<file path="config.mk">
export PLATFORM = sky130hd
export DESIGN_NAME = gpiop_top
export DESIGN_NICKNAME = d
export VERILOG_FILES = /design/src/design/gpiop_pkg.sv /design/src/design/gpiop_pin_port.sv /design/src/design/gpiop_top.sv
export SDC_FILE = /design/constraint.sdc
export NUM_CORES = 1
export LEC_CHECK = 0
export BUFFER_PORTS_ARGS = -buffer_cell sky130_fd_sc_hd__buf_2
export CORE_AREA = 2 2 136 124
export DETAILED_ROUTE_END_ITERATION = 10
export DIE_AREA = 0 0 138 126
export HOLD_SLACK_MARGIN = 0.15
export PLACE_DENSITY = 0.79
export SYNTH_ARGS = -nofsm -noshare
export SYNTH_HDL_FRONTEND = slang
export SYNTH_SLANG_ARGS = --single-unit
</file>
<file path="constraint.sdc">
create_clock -name clk -period 2.7 [get_ports clk]
set_input_delay 0.54 -clock clk [delete_from_list [all_inputs] [get_ports clk]]
set_output_delay 0.54 -clock clk [all_outputs]
set_load 0.02 [all_outputs]
</file>
<file path="src/design/gpiop_pkg.sv">
// Package with the register map, field widths and reset values of the port block.
package gpiop_pkg;

  // ----------------------------------------------------------------
  // Register offsets in the low I/O page.
  // ----------------------------------------------------------------
  localparam logic [15:0] GPIOP_PORT_A_DATA = 16'h0000;
  localparam logic [15:0] GPIOP_PORT_B_DATA = 16'h0001;
  localparam logic [15:0] GPIOP_PORT_C_DATA = 16'h0002;
  localparam logic [15:0] GPIOP_PORT_D_DATA = 16'h0003;
  localparam logic [15:0] GPIOP_PORT_A_DIRECTION = 16'h0004;
  localparam logic [15:0] GPIOP_PORT_B_DIRECTION = 16'h0005;
  localparam logic [15:0] GPIOP_PORT_C_DIRECTION = 16'h0006;
  localparam logic [15:0] GPIOP_PORT_D_DIRECTION = 16'h0007;
  localparam logic [15:0] GPIOP_PORT_E_DATA = 16'h0008;
  localparam logic [15:0] GPIOP_PORT_F_DATA = 16'h0009;
  localparam logic [15:0] GPIOP_PORT_G_DATA = 16'h000A;
  localparam logic [15:0] GPIOP_PORT_H_DATA = 16'h000B;
  localparam logic [15:0] GPIOP_PORT_E_DIRECTION = 16'h000C;
  localparam logic [15:0] GPIOP_PORT_F_DIRECTION = 16'h000D;
  localparam logic [15:0] GPIOP_PORT_G_DIRECTION = 16'h000E;
  localparam logic [15:0] GPIOP_PORT_H_DIRECTION = 16'h000F;

  // ----------------------------------------------------------------
  // Decoded window and port geometry.
  // ----------------------------------------------------------------
  localparam logic [15:0] GPIOP_IO_PAGE_LAST = 16'h004F;
  localparam int GPIOP_NUM_PORTS = 8;
  localparam int GPIOP_PORT_F_WIDTH = 6;
  localparam int GPIOP_PORT_GH_WIDTH = 4;
  localparam logic [7:0] GPIOP_PORT_F_MASK = 8'h3F;
  localparam logic [7:0] GPIOP_PORT_GH_MASK = 8'h0F;
  localparam logic [7:0] GPIOP_DIRECTION_RESET = 8'h00;
  localparam logic [7:0] GPIOP_READ_ZERO = 8'h00;

  // Port indices in the pin arrays.
  localparam logic [2:0] GPIOP_IDX_G = 3'h6;
  localparam logic [2:0] GPIOP_IDX_H = 3'h7;

endpackage : gpiop_pkg

</file>
<file path="src/design/gpiop_pin_port.sv">
// One port: data latch, direction register and pin drive for up to eight pins.
`timescale 1ns/10ps
module gpiop_pin_port
  import gpiop_pkg::*;
#(
  parameter logic [7:0] IMPL_MASK = 8'hFF
) (
  input wire logic clk,
  input wire logic srst,
  input wire logic data_we,
  input wire logic dir_we,
  input wire logic [7:0] wdata,
  input wire logic [7:0] pin_in,
  output logic [7:0] data_rd,
  output logic [7:0] dir_rd,
  output logic [7:0] pin_out,
  output logic [7:0] pin_oe
);

  // ----------------------------------------------------------------
  // Storage.
  // ----------------------------------------------------------------
  logic [7:0] data_q;
  logic [7:0] dir_q;
  logic [7:0] next_data_q;
  logic [7:0] next_dir_q;

  // Data latch ignores reset; direction clears; missing bits stay zero.
  always_comb begin
    next_data_q = data_q;
    next_dir_q = dir_q;
    if (data_we) begin
      next_data_q = wdata & IMPL_MASK;
    end
    if (srst) begin
      next_dir_q = GPIOP_DIRECTION_RESET;
    end else if (dir_we) begin
      next_dir_q = wdata & IMPL_MASK;
    end
  end

  // The data latch has no reset term, so its content survives any reset.
  always_ff @(posedge clk) begin
    data_q <= next_data_q;
    dir_q <= next_dir_q;
  end

  // Outputs drive the latch; inputs read the pin level.
  always_comb begin
    pin_out = data_q & IMPL_MASK;
    pin_oe = dir_q & IMPL_MASK;
    data_rd = ((dir_q & data_q) | (~dir_q & pin_in)) & IMPL_MASK;
    dir_rd = dir_q & IMPL_MASK;
  end

endmodule : gpiop_pin_port

</file>
<file path="src/design/gpiop_top.sv">
// Top of the general-purpose port block: address decode, read mux and eight ports.
//
// Operation
// - Ports A-D data at 0x0000-0x0003, reset-proof.
// - Ports A-D direction at 0x0004-0x0007, reset zero.
// - Port E data 0x0008, direction 0x000C.
// - Port F six bits, upper bits read zero.
// - Port G four bits, large package only.
// - Port H four bidirectional pins, reset-proof data.
// - Unimplemented access raises illegal-address reset when enabled.
// - Registers decode within 0x0000 through 0x000F.
// - Port G/H direction four bits, reset zero.
`timescale 1ns/10ps
module gpiop_top
  import gpiop_pkg::*;
#(
  parameter logic HAS_PORTS_GH = 1'b1
) (
  input wire logic clk,
  input wire logic srst,
  input wire logic [15:0] bus_addr,
  input wire logic bus_rd,
  input wire logic bus_wr,
  input wire logic [7:0] bus_wdata,
  input wire logic illegal_addr_enable,
  input wire logic [63:0] port_pins_in,
  output logic [7:0] bus_rdata,
  output logic bus_rdata_valid,
  output logic illegal_addr_reset,
  output logic [63:0] port_pins_out,
  output logic [63:0] port_pins_oe
);

  // ----------------------------------------------------------------
  // Decode helpers.
  // ----------------------------------------------------------------

  // Returns the port index a register offset belongs to. Offsets outside
  // the port page fall to port A; every caller gates them with the page hit,
  // so the fallback never reaches a latch.
  function automatic logic [2:0] port_index(input logic [15:0] addr);
    logic [2:0] idx;
    idx = 3'h0;
    case (addr)
      GPIOP_PORT_A_DATA: idx = 3'h0;
      GPIOP_PORT_B_DATA: idx = 3'h1;
      GPIOP_PORT_C_DATA: idx = 3'h2;
      GPIOP_PORT_D_DATA: idx = 3'h3;
      GPIOP_PORT_A_DIRECTION: idx = 3'h0;
      GPIOP_PORT_B_DIRECTION: idx = 3'h1;
      GPIOP_PORT_C_DIRECTION: idx = 3'h2;
      GPIOP_PORT_D_DIRECTION: idx = 3'h3;
      GPIOP_PORT_E_DATA: idx = 3'h4;
      GPIOP_PORT_F_DATA: idx = 3'h5;
      GPIOP_PORT_G_DATA: idx = GPIOP_IDX_G;
      GPIOP_PORT_H_DATA: idx = GPIOP_IDX_H;
      GPIOP_PORT_E_DIRECTION: idx = 3'h4;
      GPIOP_PORT_F_DIRECTION: idx = 3'h5;
      GPIOP_PORT_G_DIRECTION: idx = GPIOP_IDX_G;
      GPIOP_PORT_H_DIRECTION: idx = GPIOP_IDX_H;
      default: idx = 3'h0;
    endcase
    return idx;
  endfunction : port_index

  // True when the offset selects a direction register rather than a data
  // latch. Both decodes share one table of offsets, kept in the package.
  function automatic logic is_direction(input logic [15:0] addr);
    logic dir;
    dir = 1'b0;
    case (addr)
      GPIOP_PORT_A_DIRECTION,
      GPIOP_PORT_B_DIRECTION,
      GPIOP_PORT_C_DIRECTION,
      GPIOP_PORT_D_DIRECTION,
      GPIOP_PORT_E_DIRECTION,
      GPIOP_PORT_F_DIRECTION,
      GPIOP_PORT_G_DIRECTION,
      GPIOP_PORT_H_DIRECTION: dir = 1'b1;
      default: dir = 1'b0;
    endcase
    return dir;
  endfunction : is_direction

  // ----------------------------------------------------------------
  // Access decode.
  // ----------------------------------------------------------------
  // Page hit, selected port and register, and the one-hot write strobes.
  logic in_port_page;
  logic ports_gh_access;
  logic implemented;
  logic [2:0] sel_port;
  logic sel_dir;
  logic [7:0] data_we;
  logic [7:0] dir_we;

  // Offsets 0x00-0x0F hold the port registers. Ports G and H exist only in
  // the large package; in the small one their four offsets are holes in the
  // page, which is what the illegal-address logic below keys on. The upper
  // twelve address bits must be zero, so a mirror never aliases a port.
  always_comb begin
    in_port_page = (bus_addr[15:4] == 12'h000);
    sel_port = port_index(bus_addr);
    sel_dir = is_direction(bus_addr);
    ports_gh_access = (sel_port == GPIOP_IDX_G) || (sel_port == GPIOP_IDX_H);
    implemented = in_port_page && (HAS_PORTS_GH || !ports_gh_access);
  end

  // One write strobe per port and register kind. A write to a hole or to a
  // location outside the page raises no strobe, so it can never disturb a
  // latch or a direction register.
  always_comb begin
    data_we = 8'h00;
    dir_we = 8'h00;
    if (bus_wr && implemented) begin
      if (sel_dir) begin
        dir_we[sel_port] = 1'b1;
      end else begin
        data_we[sel_port] = 1'b1;
      end
    end
  end

  // ----------------------------------------------------------------
  // Port instances.
  // ----------------------------------------------------------------
  // Read-back values and unregistered pin drive of every port.
  logic [7:0] data_rd [GPIOP_NUM_PORTS];
  logic [7:0] dir_rd [GPIOP_NUM_PORTS];
  logic [63:0] pins_out_c;
  logic [63:0] pins_oe_c;

  // Ports A-E are full width, F six bits, G and H four bits. The mask is a
  // parameter of each port, so bits that a port lacks are masked to zero
  // inside it and read back as zero without any gating in the read mux. The ports
  // G and H missing from the small package are still built; the decode simply never reaches
  // them, and their pins are held undriven further down.
  for (genvar p = 0; p < GPIOP_NUM_PORTS; p++) begin : g_port
    localparam logic [7:0] MASK = (p == 5) ? GPIOP_PORT_F_MASK :
                                  (p >= 6) ? GPIOP_PORT_GH_MASK : 8'hFF;
    gpiop_pin_port #(
      .IMPL_MASK(MASK)
    ) u_port (
      .clk(clk),
      .srst(srst),
      .data_we(data_we[p]),
      .dir_we(dir_we[p]),
      .wdata(bus_wdata),
      .pin_in(port_pins_in[p*8 +: 8]),
      .data_rd(data_rd[p]),
      .dir_rd(dir_rd[p]),
      .pin_out(pins_out_c[p*8 +: 8]),
      .pin_oe(pins_oe_c[p*8 +: 8])
    );
  end

  // ----------------------------------------------------------------
  // Read mux and illegal-address detection.
  // ----------------------------------------------------------------
  // Registered bus answer and the hole detector feeding it.
  logic [7:0] next_bus_rdata;
  logic next_bus_rdata_valid;
  logic next_illegal_addr_reset;
  logic unimpl_hit;

  // Bus answer: data and valid for an implemented read, and a one-cycle flag
  // for any access that hits a hole in the port page while illegal_addr_enable is set. Locations 0x10-0x4F
  // belong to other modules and are not flagged here. Reset clears all three,
  // so no stale answer and no spurious reset request survives a reset.
  always_comb begin
    unimpl_hit = (bus_rd || bus_wr) && in_port_page && !implemented;
    next_bus_rdata = GPIOP_READ_ZERO;
    if (bus_rd && implemented) begin
      next_bus_rdata = sel_dir ? dir_rd[sel_port] : data_rd[sel_port];
    end
    next_bus_rdata_valid = bus_rd && implemented;
    next_illegal_addr_reset = unimpl_hit && illegal_addr_enable;
    if (srst) begin
      next_bus_rdata = GPIOP_READ_ZERO;
      next_bus_rdata_valid = 1'b0;
      next_illegal_addr_reset = 1'b0;
    end
  end

  // Bus answer registers. Each answer stands for exactly one cycle, so the
  // reader must take it at the edge after its strobe.
  always_ff @(posedge clk) begin
    bus_rdata <= next_bus_rdata;
    bus_rdata_valid <= next_bus_rdata_valid;
    illegal_addr_reset <= next_illegal_addr_reset;
  end

  // ----------------------------------------------------------------
  // Pin drive.
  // ----------------------------------------------------------------
  // Registered copies of the latch and direction bits of all eight ports.
  logic [63:0] next_port_pins_out;
  logic [63:0] next_port_pins_oe;

  // Pins that the small package does not bond out stay low and undriven.
  // Reset releases every pin in the same edge that clears the direction
  // registers, so no pin is driven from a stale latch for a cycle.
  always_comb begin
    next_port_pins_out = pins_out_c;
    next_port_pins_oe = pins_oe_c;
    if (!HAS_PORTS_GH) begin
      next_port_pins_out[63:48] = 16'h0000;
      next_port_pins_oe[63:48] = 16'h0000;
    end
    if (srst) begin
      next_port_pins_oe = 64'h0000000000000000;
    end
  end

  // Pin drive registers. They follow a direction or data write one cycle
  // later, which a user sees as one extra cycle before the pin turns.
  always_ff @(posedge clk) begin
    port_pins_out <= next_port_pins_out;
    port_pins_oe <= next_port_pins_oe;
  end

endmodule : gpiop_top

</file>
==> results.ini, run 1 <==
[clocking]
cts_resized=0
cts.sinks=226
path_clk_slew_ns=0.07
cts_buffers=22
postCtsSetupBuffers=0
hold_buffers=0
cts_tree=built
h-tree-depth=1
clk-insertion-delay-late_ns=0.51
clock_path_buffers=3
cts_root_buf=clkbuf_16

[grt]
antenna_found_initial=1
grt_pass1_vias=5872
grt.overflow.total=0
grt_max_degree=109
use_met3_pct=6.20
busiest_layer=met2
track_usage_pct=23.6
grt_first_pass_wirelength_mm=32.4
grtUsageMet1_pct=33.1
grtUsageMet2_pct=36.1

[synthesis]
synth_area_leader_cell=dfxtp_1
yosys_warnings=0
synthAdderAreaFrac_pct=0
yosys-mux-area-fraction_pct=7.79
synth_area_per_cell_um2=11.3
yosys.area_share.simple_pct=14.9
synthXorXnorAreaFrac_pct=0
yosys-top-cells-area=dfxtp_1 42%, edfxtp_1 20%, mux2i_1 6.1%
synthCells=719
ys_ff_latch=226
synth_top_family_by_area=simple AND/OR/NAND/NOR gates
netlist.area_leader.share_pct=42.2
yosys.cell_types.count=46
synth_compound_area_share_pct=10.9
synthFlopType=dfxtp_1
synth.yosys.seq_area_share_pct=62.1
synthArstFlopShare_pct=0
synthesis.area_um2=8160
synth_edf_count=54

[setup_path]
cp-start-kind=input port
worstPathArrival_ns=2.51
path_depth=7
crit_family=simple AND/OR/NAND/NOR gates
worstPathRequired_ns=3.13
worstSetupEndpointType=flop
r2r-start=g_port[5].u_port.dir_q[5]
worst-path-buf-inv=1
r2r-end=bus_rdata[5]
r2r_cells=5
rrSetupSlack_ns=1.06
crit_path_cell_trace=buf_2 -> nor4_4 -> and3_1 -> nand3b_2 -> a211oi_1 -> nor4_1 -> nor3_1
path_max_fanout=18
critPathKind=input port to flop
critical-path-max-stage-delay_ns=0.52
crit_slowest_cell=a211oi_1

[finish]
nNetsFinal=1021
area_growth_syn_to_layout_pct=23.8
fill_cells=1295
final_cell_mix=198 x buf_2, 172 x dfxtp_1, 71 x nand2_1, 71 x nor2b_1, 56 x a21oi_1
layout_commonest_cell=buf_2
drive_gt1_share_pct=30.3
final_core_util_pct=63.3

[placement]
dp_hpwl_mm=14.6
place_worst_setup_slack_ns=0.116
io_buffers=199
place_congestion=0.886

[timing]
finalHoldViolCount=0
setup_viol=0
fin_ws_ns=0.619
drv_slew=0
min_period_over_period_pct=77.1
finalCriticalPeriod_ns=2.08
tightest_slew_ns=0.606
slew_headroom_pct=59.6
timing.fmax_mhz=481
rsz0062_at_grt=false
finalSetupTns_ns=0
fin_worst_skew_ns=0.0190

[routing]
via_per_inst=5.31
drc=0
vias=6118
drtPass1Iterations=5
wl_per_cell_um=18.4
finalWirelength_mm=21.2
ant_nets=0
drt_first_iter_violations=477

[floorplan]
die_height_um=126
core_area_um2=16000
start_util_pct=51.1
die_width_um=138
num_rows=44
io_pins=231
die_area_um2=17400

[worst_hold_path]
min-delay-start=g_port[1].u_port.pin_out[3]
min_to=port_pins_out[11]
min_path_type=flop to flop
hold_depth=0

[pwr]
powerDensity_nw_per_um2=665
p_sw_share_pct=21.1
p_sw_mw=1.42
combPwrFrac_pct=3.6
clockPowerShare_pct=44.9
pwr-share-seq_pct=51.5
p_leak_nw=4.18
ir_drop_mv=0.538
internal_power_mw=5.30

[outcome]
status=completed

[flow_run]
maxCapViolCount=0

==> cell families after synthesis <==
logic type | count (synthesis)
buffers and inverters | 64
other | 1
flip-flops | 226
multiplexers | 61
AND/OR/NAND/NOR | 220
AO/OA/AOI/OAI | 147
==> metal layers <==
metal	routed length, µm	vias up
met2	9600	304
met3	2010	33
met4	485	0
li1	-	2909
met1	9110	2872
met5	0	-
==> sequential cells by signal, indices dropped and copies added (netlist names) <==
register               cells
port_pins_oe              54
port_pins_out             54
g_port.u_port.dir_rd      40
g_port.u_port.pin_out     40
g_port.u_port.data_q      14
g_port.u_port.dir_q       14
bus_rdata                  8
bus_rdata_valid            1
illegal_addr_reset         1
==> power by group through the flow <==
stage	Sequential (mW)	Combinational (mW)	Clock, mW
3_3_place_gp	3.53	0.234	0
5_1_grt	3.46	0.259	3.21
6_report	3.46	0.240	3.02
3_5_place_dp	3.53	0.236	0
4_1_cts	3.46	0.238	3.06
2_1_floorplan	3.54	0.140	0
==> cell type report <==
cell class	instances	area [µm²]	area share, %
timing repair buffer	226	1230	12.1
clock buffer	30	601	5.95
inverter	3	11.3	0.111
multi-input combinational	449	2820	27.9
antenna	1	2.50	0.0248
sequential	226	5060	50.1
clock inverter	10	113	1.11
tap	207	259	2.56
==> synth_stat cells (all sizes together) (2+ instances only) <==
| cell | number |
|---|---|
| nand3b | 3 |
| or2 | 2 |
| nand3 | 5 |
| edfxtp | 54 |
| mux2 | 10 |
| nand4 | 4 |
| nand2 | 71 |
| o22ai | 6 |
| nor2b | 71 |
| buf | 31 |
| and3 | 4 |
| a221oi | 2 |
| a211oi | 32 |
| a2bb2oi | 2 |
| nor3 | 10 |
| dfxtp | 172 |
| nor2 | 36 |
| inv | 3 |
| o21ai | 40 |
| clkbuf | 30 |
| a21oi | 56 |
| mux2i | 50 |
| a221o | 5 |
| o221ai | 2 |
| nor4 | 11 |
==> worst reg2reg max path, delay by kind of cell, from the launching register on <==
kind / cells / cell delay [ns]
mux: 1 / 0.27
flops: 1 / 0.44
buf+inv: 1 / 0.03
compound gates: 3 / 0.80
==> stage by stage <==
stage          std cells  power, mW  hold slack, ns  cell area, µm²
6_report            1152       6.72           0.358           10100
5_1_grt             1152       6.92           0.372           10100
4_1_cts             1151       6.76           0.362           10100
3_5_place_dp        1111       3.77           0.353            9380
3_3_place_gp        1111       3.77           0.346            9380
2_1_floorplan        739       3.68           0.342            8230
==> worst max path at each step <==
stage | slack, ns | end | startpoint
2_1_floorplan | 0.19 | g_port[4].u_port.pin_out[0] | bus_addr[7]
4_1_cts | 0.62 | bus_rdata[0] | bus_addr[8]
6_report | 0.62 | bus_rdata[0] | bus_addr[8]
5_1_grt | 0.46 | bus_rdata[0] | bus_addr[8]
3_3_place_gp | 0.16 | bus_rdata[3] | bus_addr[15]
3_5_place_dp | 0.12 | bus_rdata[0] | bus_addr[7]
Power figures use the tool's default switching activity.
==> inputs of run 2 (changes only) <==
--- a/config.mk
+++ b/config.mk
@@ -5,12 +5,13 @@
 export SDC_FILE = /design/constraint.sdc
 export NUM_CORES = 1
 export LEC_CHECK = 0
+export ABC_AREA = 1
 export BUFFER_PORTS_ARGS = -buffer_cell sky130_fd_sc_hd__buf_2
-export CORE_AREA = 2 2 136 124
+export CORE_AREA = 2 2 146 133
 export DETAILED_ROUTE_END_ITERATION = 10
-export DIE_AREA = 0 0 138 126
+export DIE_AREA = 0 0 148 135
 export HOLD_SLACK_MARGIN = 0.15
-export PLACE_DENSITY = 0.79
+export PLACE_DENSITY = 0.75
 export SYNTH_ARGS = -nofsm -noshare
 export SYNTH_HDL_FRONTEND = slang
 export SYNTH_SLANG_ARGS = --single-unit
==> constraint.sdc (replaced) <==
create_clock -name clk -period 1.9 [get_ports clk]
set_input_delay 0.38 -clock clk [delete_from_list [all_inputs] [get_ports clk]]
set_output_delay 0.38 -clock clk [all_outputs]
set_load 0.02 [all_outputs]
==> run 2 against run 1 <==
  * Design area increased by 7.3%
  * Non-clock buffer count increased by 23
  * Global-route usage decreased by 0.53 points
  * Critical path type unchanged
==> results.ini, run 2 <==
[synthesis]
netlist.area_leader.share_pct=40.4  ; -1.9 points
synth_area_per_cell_um2=9.02  ; -21%
yosysMostFrequentCell=nor2_1
synth_edf_count=54  ; unchanged
synthesis.area_um2=8530  ; +4.6%
yosys_warnings=0  ; unchanged
synthCells=946  ; +32%
synthArstFlopShare_pct=0  ; unchanged
yosys-top-cells-area=dfxtp_1 40%, edfxtp_1 19%, nor2_1 9.2%
ys_ff_latch=226  ; unchanged
synth_area_leader_cell=dfxtp_1
yosys.cell_types.count=33  ; -28%
synth_common_cells=210 x nor2_1, 172 x dfxtp_1, 149 x nand2_1
synthFlopType=dfxtp_1
synth.yosys.seq_area_share_pct=59.4  ; -2.7 points

[grt]
grt_pass1_vias=6599  ; +12%
grt_first_pass_wirelength_mm=35.5  ; +9.4%
track_usage_pct=23.0  ; -0.53 points
antenna_found_initial=2  ; +1
grt.overflow.total=0  ; unchanged
grt_max_degree=51  ; -53%

[floorplan]
io_pins=231  ; unchanged
num_rows=47  ; +6.8%
start_util_pct=46.5  ; -4.6 points
die_area_um2=20000  ; +15%
core_area_um2=18300  ; +15%
die_height_um=135  ; +7.1%
die_width_um=148  ; +7.2%

[finish]
area_growth_syn_to_layout_pct=27.0
fin_area_um2=10800  ; +7.3%
drive_gt1_share_pct=28.8  ; -1.5 points
top_regs=port_pins_oe: 54 flops, port_pins_out: 54 flops
fill_cells=1646  ; +27%
final_cell_mix=210 x nor2_1, 198 x buf_2, 172 x dfxtp_1, 149 x nand2_1, 78 x nand3_1
nNetsFinal=1276  ; +25%
layout_commonest_cell=nor2_1

[flow_run]
maxCapViolCount=0  ; unchanged

[routing]
drc=0  ; unchanged
finalWirelength_mm=23.8  ; +12%
drtPass1Iterations=6  ; +1
ant_nets=0  ; unchanged
via_per_inst=4.90  ; -7.7%
wl_per_cell_um=16.4  ; -11%
drt_first_iter_violations=466  ; -2.3%
vias=7095  ; +16%

[setup_path]
r2r_cells=6  ; +1
worstSetupEndpointType=flop
worstPathRequired_ns=2.14  ; -0.99 ns
critPathKind=input port to flop
cp-start-kind=input port
path_max_fanout=6  ; -12
rrSetupSlack_ns=0.45  ; -0.61 ns
r2r-start=g_port[5].u_port.dir_q[1]
r2r-end=bus_rdata[1]
worstPathArrival_ns=1.79  ; -0.72 ns

[placement]
place_congestion=0.875  ; -1.3%
io_buffers=199  ; unchanged
placed_cell_area_um2=10100  ; +7.2%
dp_hpwl_mm=17.4  ; +19%

[outcome]
status=completed

[clocking]
path_clk_slew_ns=0.06  ; about the same
cts_tree=built
cts_buffers=23  ; +4.5%
clock_path_buffers=3  ; unchanged
postCtsSetupBuffers=0  ; unchanged
cts_resized=0  ; unchanged
h-tree-depth=1  ; unchanged
hold_buffers=0  ; unchanged
clk-insertion-delay-late_ns=0.52  ; about the same
cts.sinks=226  ; unchanged
cts_root_buf=clkbuf_16

[pwr]
p_leak_nw=4.93  ; +18%
ir_drop_mv=0.571  ; +6.1%
powerDensity_nw_per_um2=902  ; +36%

[worst_hold_path]
hold_depth=1  ; +1
min_to=g_port[4].u_port.pin_out[7]
min-delay-start=bus_wdata[7]
min_path_type=input port to flop

[timing]
setup_viol=0  ; unchanged
timing.fmax_mhz=644
slew_headroom_pct=66.1  ; +6.5 points
drv_slew=0  ; unchanged
finalCriticalPeriod_ns=1.55
finalSetupTns_ns=0  ; unchanged
rsz0062_at_grt=false
min_period_over_period_pct=81.7
finalHoldViolCount=0  ; unchanged
fin_worst_skew_ns=0.0234  ; +0.00433 ns
tightest_slew_ns=0.502  ; -0.103 ns

-- run 2: cell count changes after synthesis, sizes merged, moves of 11 or more --
cell / before / now
a211oi: 32 / 0
inv: 3 / 77
nand3: 5 / 86
nor3: 10 / 60
a21oi: 56 / 1
nand4: 4 / 22
o21ai: 40 / 20
mux2i: 50 / 12
nor4: 11 / 0
nor2b: 71 / 0
nand2: 71 / 153
clkbuf: 30 / 16
nor2: 36 / 217
-- run 2: layer usage --
layer,wire [µm],track usage [%],vias up
li1,-,-,3488
met1,10500,32.4,3233
met2,10700,36.2,330
met3,2020,4.70,44
met4,578,6.67,0
met5,0,0,-
-- run 2: stage by stage --
step / setup WS [ns] / instances / power, mW / hold WS [ns] / util (%)
after floorplan: -0.0959 / 966 / 5.22 / 0.343 / -
after global placement: -0.147 / 1403 / 5.36 / 0.351 / 54.8
after detailed placement: -0.184 / 1403 / 5.36 / 0.354 / 54.8
after CTS: 0.343 / 1445 / 9.81 / 0.225 / 59.0
after global routing: 0.202 / 1447 / 10.1 / 0.231 / 59.1
final: 0.348 / 1447 / 9.77 / 0.240 / 59.1
-- run 2: how the worst max path moves through the flow --
stage / startpoint / end / slack [ns] / cells after the start
after global routing: bus_addr[7] / g_port[7].u_port.data_q[1] / 0.20 / 10
after floorplan: bus_addr[7] / g_port[3].u_port.pin_out[0] / -0.1 / 8
after detailed placement: bus_addr[9] / g_port[7].u_port.data_q[1] / -0.18 / 10
after CTS: bus_addr[9] / g_port[7].u_port.data_q[2] / 0.34 / 10
after global placement: bus_addr[7] / g_port[7].u_port.data_q[1] / -0.15 / 10
final: bus_addr[9] / g_port[7].u_port.data_q[2] / 0.35 / 10
-- run 2: power breakdown --
group          total, mW  switching (mW)  internal, mW
combinational      0.350           0.240         0.110
sequential          4.92        0.000211          4.92
clock               4.50            1.85          2.66
total               9.77            2.09          7.68
-- run 2: cell type report --
type | instances | area (µm²) | share of cell area (%)
diodes | 2 | 5.00 | 0.0462
clock buffers | 34 | 688 | 6.35
clock inverters | 8 | 78.8 | 0.727
inverters | 81 | 312 | 2.88
multi-input cells | 602 | 2930 | 27.1
flip-flops and latches | 226 | 5060 | 46.7
well taps | 245 | 307 | 2.83
repair buffers | 249 | 1450 | 13.4
-- run 2: cells by family (layout without fill, tap and decap cells) --
logic type,count (synthesis),in the layout,share of synthesized area (%)
buf+inv,138,372,7.38
flops,226,226,59.4
mux,12,12,1.41
simple gates,544,544,30.2
compound gates,25,25,1.64
other cells,1,23,0.0440
-- run 2: worst max-delay path, stage by stage --
cell	delay, ns
buf_2	0.09
nor2_1	0.09
nand2_1	0.13
nor2_8	0.21
nand2_4	0.09
inv_1	0.08
nand3_1	0.09
buf_4	0.18
nor3_1	0.25
buf_4	0.19
==> inputs of run 3 (changes only) <==
==> constraint.sdc (replaced) <==
create_clock -name clk -period 1.4 [get_ports clk]
set_input_delay 0.28 -clock clk [delete_from_list [all_inputs] [get_ports clk]]
set_output_delay 0.28 -clock clk [all_outputs]
set_load 0.02 [all_outputs]
==> run 3 against run 2 <==
  * Sequential share of layout area fell by 2.4 points
  * Count of clock-buffer cells in the layout did not move
  * Die area did not move
  * Global-route usage rose by 1.1 points
  * Critical path depth fell by 9
  * Routed wire length rose by 5.6%
  * Worst hold slack got worse by 0.068 ns
  * Sequential power rose by 36%
  * Design area rose by 5.6%
  * Critical endpoint is now bus_rdata[0]
  * Highest routed layer unchanged
==> results.ini, run 3 (same netlist as run 2, synthesis figures left out) <==
[outcome]
status=completed

[timing]
rsz0062_at_grt=true
finalHoldViolCount=0  ; unchanged
fin_worst_skew_ns=0.00893  ; -0.0145 ns
min_period_over_period_pct=99.2
fin_ws_ns=0.0105  ; -0.337 ns
timing.fmax_mhz=720
finalCriticalPeriod_ns=1.39
holdWs_ns=0.172  ; -0.0681 ns
drv_slew=0  ; unchanged
setup_viol=0  ; unchanged

[routing]
ant_nets=0  ; unchanged
drt_first_iter_violations=591  ; +27%
highest_layer=met4
finalWirelength_mm=25.1  ; +5.6%
vias=7404  ; +4.4%
met1Wirelength_mm=10.7  ; +1.5%
route.met3.wl_mm=2.35  ; +16%
wl_per_cell_um=17.1  ; +3.8%
drtPass1Iterations=5  ; -1
wl_met2_mm=11.5  ; +7.8%
drc=0  ; unchanged
via_per_inst=5.03  ; +2.6%

[finish]
layout_commonest_cell=buf_2
top_regs=port_pins_oe: 54 flops, port_pins_out: 54 flops
area_growth_syn_to_layout_pct=34.1
fin_area_um2=11400  ; +5.6%
drive_gt1_share_pct=35.3  ; +6.5 points
final_cell_mix=194 x buf_2, 173 x nor2_1, 169 x dfxtp_1, 146 x nand2_1, 74 x nand3_1
insertedDiodeCount=0  ; -2
nNetsFinal=1302  ; +2.0%

[pwr]
pwr-share-seq_pct=49.8  ; -0.5 points
clockPowerShare_pct=46.1  ; about the same
powerDensity_nw_per_um2=1170  ; +30%
p_leak_nw=5.17  ; +4.9%
ir_drop_mv=1.04  ; +82%
combPwrFrac_pct=4.1  ; +0.5 points
internal_power_mw=10.5  ; +36%
p_sw_share_pct=21.9  ; +0.56 points
p_sw_mw=2.94  ; +41%

[floorplan]
core_area_um2=18300  ; unchanged
die_area_um2=20000  ; unchanged
num_rows=47  ; unchanged
die_width_um=148  ; unchanged
io_pins=231  ; unchanged
start_util_pct=46.5  ; unchanged
die_height_um=135  ; unchanged

[setup_path]
crit_family=flip-flops
r2r_cells=7  ; +1
path_max_fanout=1  ; -5
r2r-start=g_port[5].u_port.dir_q[3]
r2r-end=bus_rdata[3]
worstPathRequired_ns=1.12  ; -1.02 ns
critPathKind=flop to output port
cp-start-kind=flop
worstPathArrival_ns=1.11  ; -0.68 ns
crit_path_cell_trace=buf_2
rrSetupSlack_ns=0.05  ; -0.40 ns
critical-path-max-stage-delay_ns=0.40  ; +0.15 ns
crit_slowest_cell=dfxtp_1
worstSetupEndpointType=output port
worst-path-buf-inv=1  ; -3

[grt]
track_usage_pct=24.1  ; +1.1 points
grt_first_pass_wirelength_mm=37.4  ; +5.3%
grt_pass1_vias=6982  ; +5.8%
grt_max_degree=54  ; +5.9%
grt.overflow.total=0  ; unchanged
antenna_found_initial=0  ; -2

[clocking]
clock_path_buffers=3  ; unchanged
h-tree-depth=1  ; unchanged
path_clk_slew_ns=0.06  ; about the same
cts_buffers=24  ; +4.3%
cts_tree=built
cts_root_buf=clkbuf_16
clk-insertion-delay-late_ns=0.51  ; about the same
cts.sinks=226  ; unchanged

[worst_hold_path]
min_path_type=input port to flop
hold_depth=1  ; unchanged
min_to=g_port[2].u_port.pin_out[6]
min-delay-start=bus_wdata[6]

[placement]
dp_hpwl_mm=18.4  ; +5.9%
place_congestion=0.926  ; +5.9%
placed_cell_area_um2=10400  ; +3.4%
io_buffers=199  ; unchanged
place_worst_setup_slack_ns=-0.557  ; -0.373 ns

[flow_run]
maxCapViolCount=0  ; unchanged

-- run 3: final cells by class --
class,instances,area (µm²)
fillers,1554,6910
flip-flops and latches,226,5070
multi-input cells,603,3230
repair buffers,273,1700
clock buffers,34,721
inverters,81,344
well taps,245,307
clock inverters,10,60.1
-- run 3: metrics by stage --
step | setup TNS [ns] | utilization, % | power (mW) | instances
2_1_floorplan | -18.98 | - | 7.09 | 966
3_3_place_gp | -53.49 | 56.7 | 7.31 | 1417
3_5_place_dp | -57.99 | 56.7 | 7.32 | 1417
4_1_cts | 0 | 61.0 | 13.4 | 1461
5_1_grt | -0.722 | 62.3 | 13.8 | 1472
6_report | 0 | 62.3 | 13.4 | 1472
-- run 3: power groups by stage --
stage / clock network (mW) / registers [mW] / logic, mW
after global routing: 6.53 / 6.67 / 0.583
final: 6.18 / 6.67 / 0.546
after detailed placement: 0 / 6.82 / 0.501
after global placement: 0 / 6.82 / 0.498
after CTS: 6.24 / 6.67 / 0.504
after floorplan: 0 / 6.82 / 0.275
-- run 3: worst max-delay path by stage --
| stage | start | end | slack (ns) | cells past startpoint |
|---|---|---|---|---|
| floorplan | bus_addr[15] | g_port[5].u_port.data_q[0] | -0.34 | 8 |
| global placement | bus_addr[13] | g_port[7].u_port.data_q[0] | -0.54 | 10 |
| detailed placement | bus_addr[11] | g_port[7].u_port.data_q[0] | -0.56 | 10 |
| CTS | g_port[3].u_port.pin_out[2] | bus_rdata[2] | 0.003 | 7 |
| global route | g_port[5].u_port.dir_q[3] | bus_rdata[3] | -0.07 | 7 |
| finish | bus_rdata[0] | bus_rdata[0] | 0.01 | 1 |
-- run 3: repair_timing --
item	CTS	global route
resized for setup	1	42
setup endpoints to repair	50	104
hold buffers	0	1
pin swaps	0	24
gates cloned	0	1
hold endpoints to repair	0	1
buffers inserted	0	9
-- run 3: routing by layer --
| layer | up-vias | global-route usage (%) |
|---|---|---|
| li1 | 3543 | - |
| met1 | 3434 | 34.3 |
| met2 | 384 | 38.3 |
| met3 | 43 | 4.53 |
| met4 | 0 | 6.14 |
| met5 | - | 0 |
-- run 3: worst register-to-register path: stages (launching register included) --
cell and delay, ns:
dfxtp_1 0.33, or2_2 0.29, o21ai_0 0.10, nand4_1 0.16, nand3_2 0.13, nand4_1 0.09
nor2_1 0.09, nor2_1 0.06
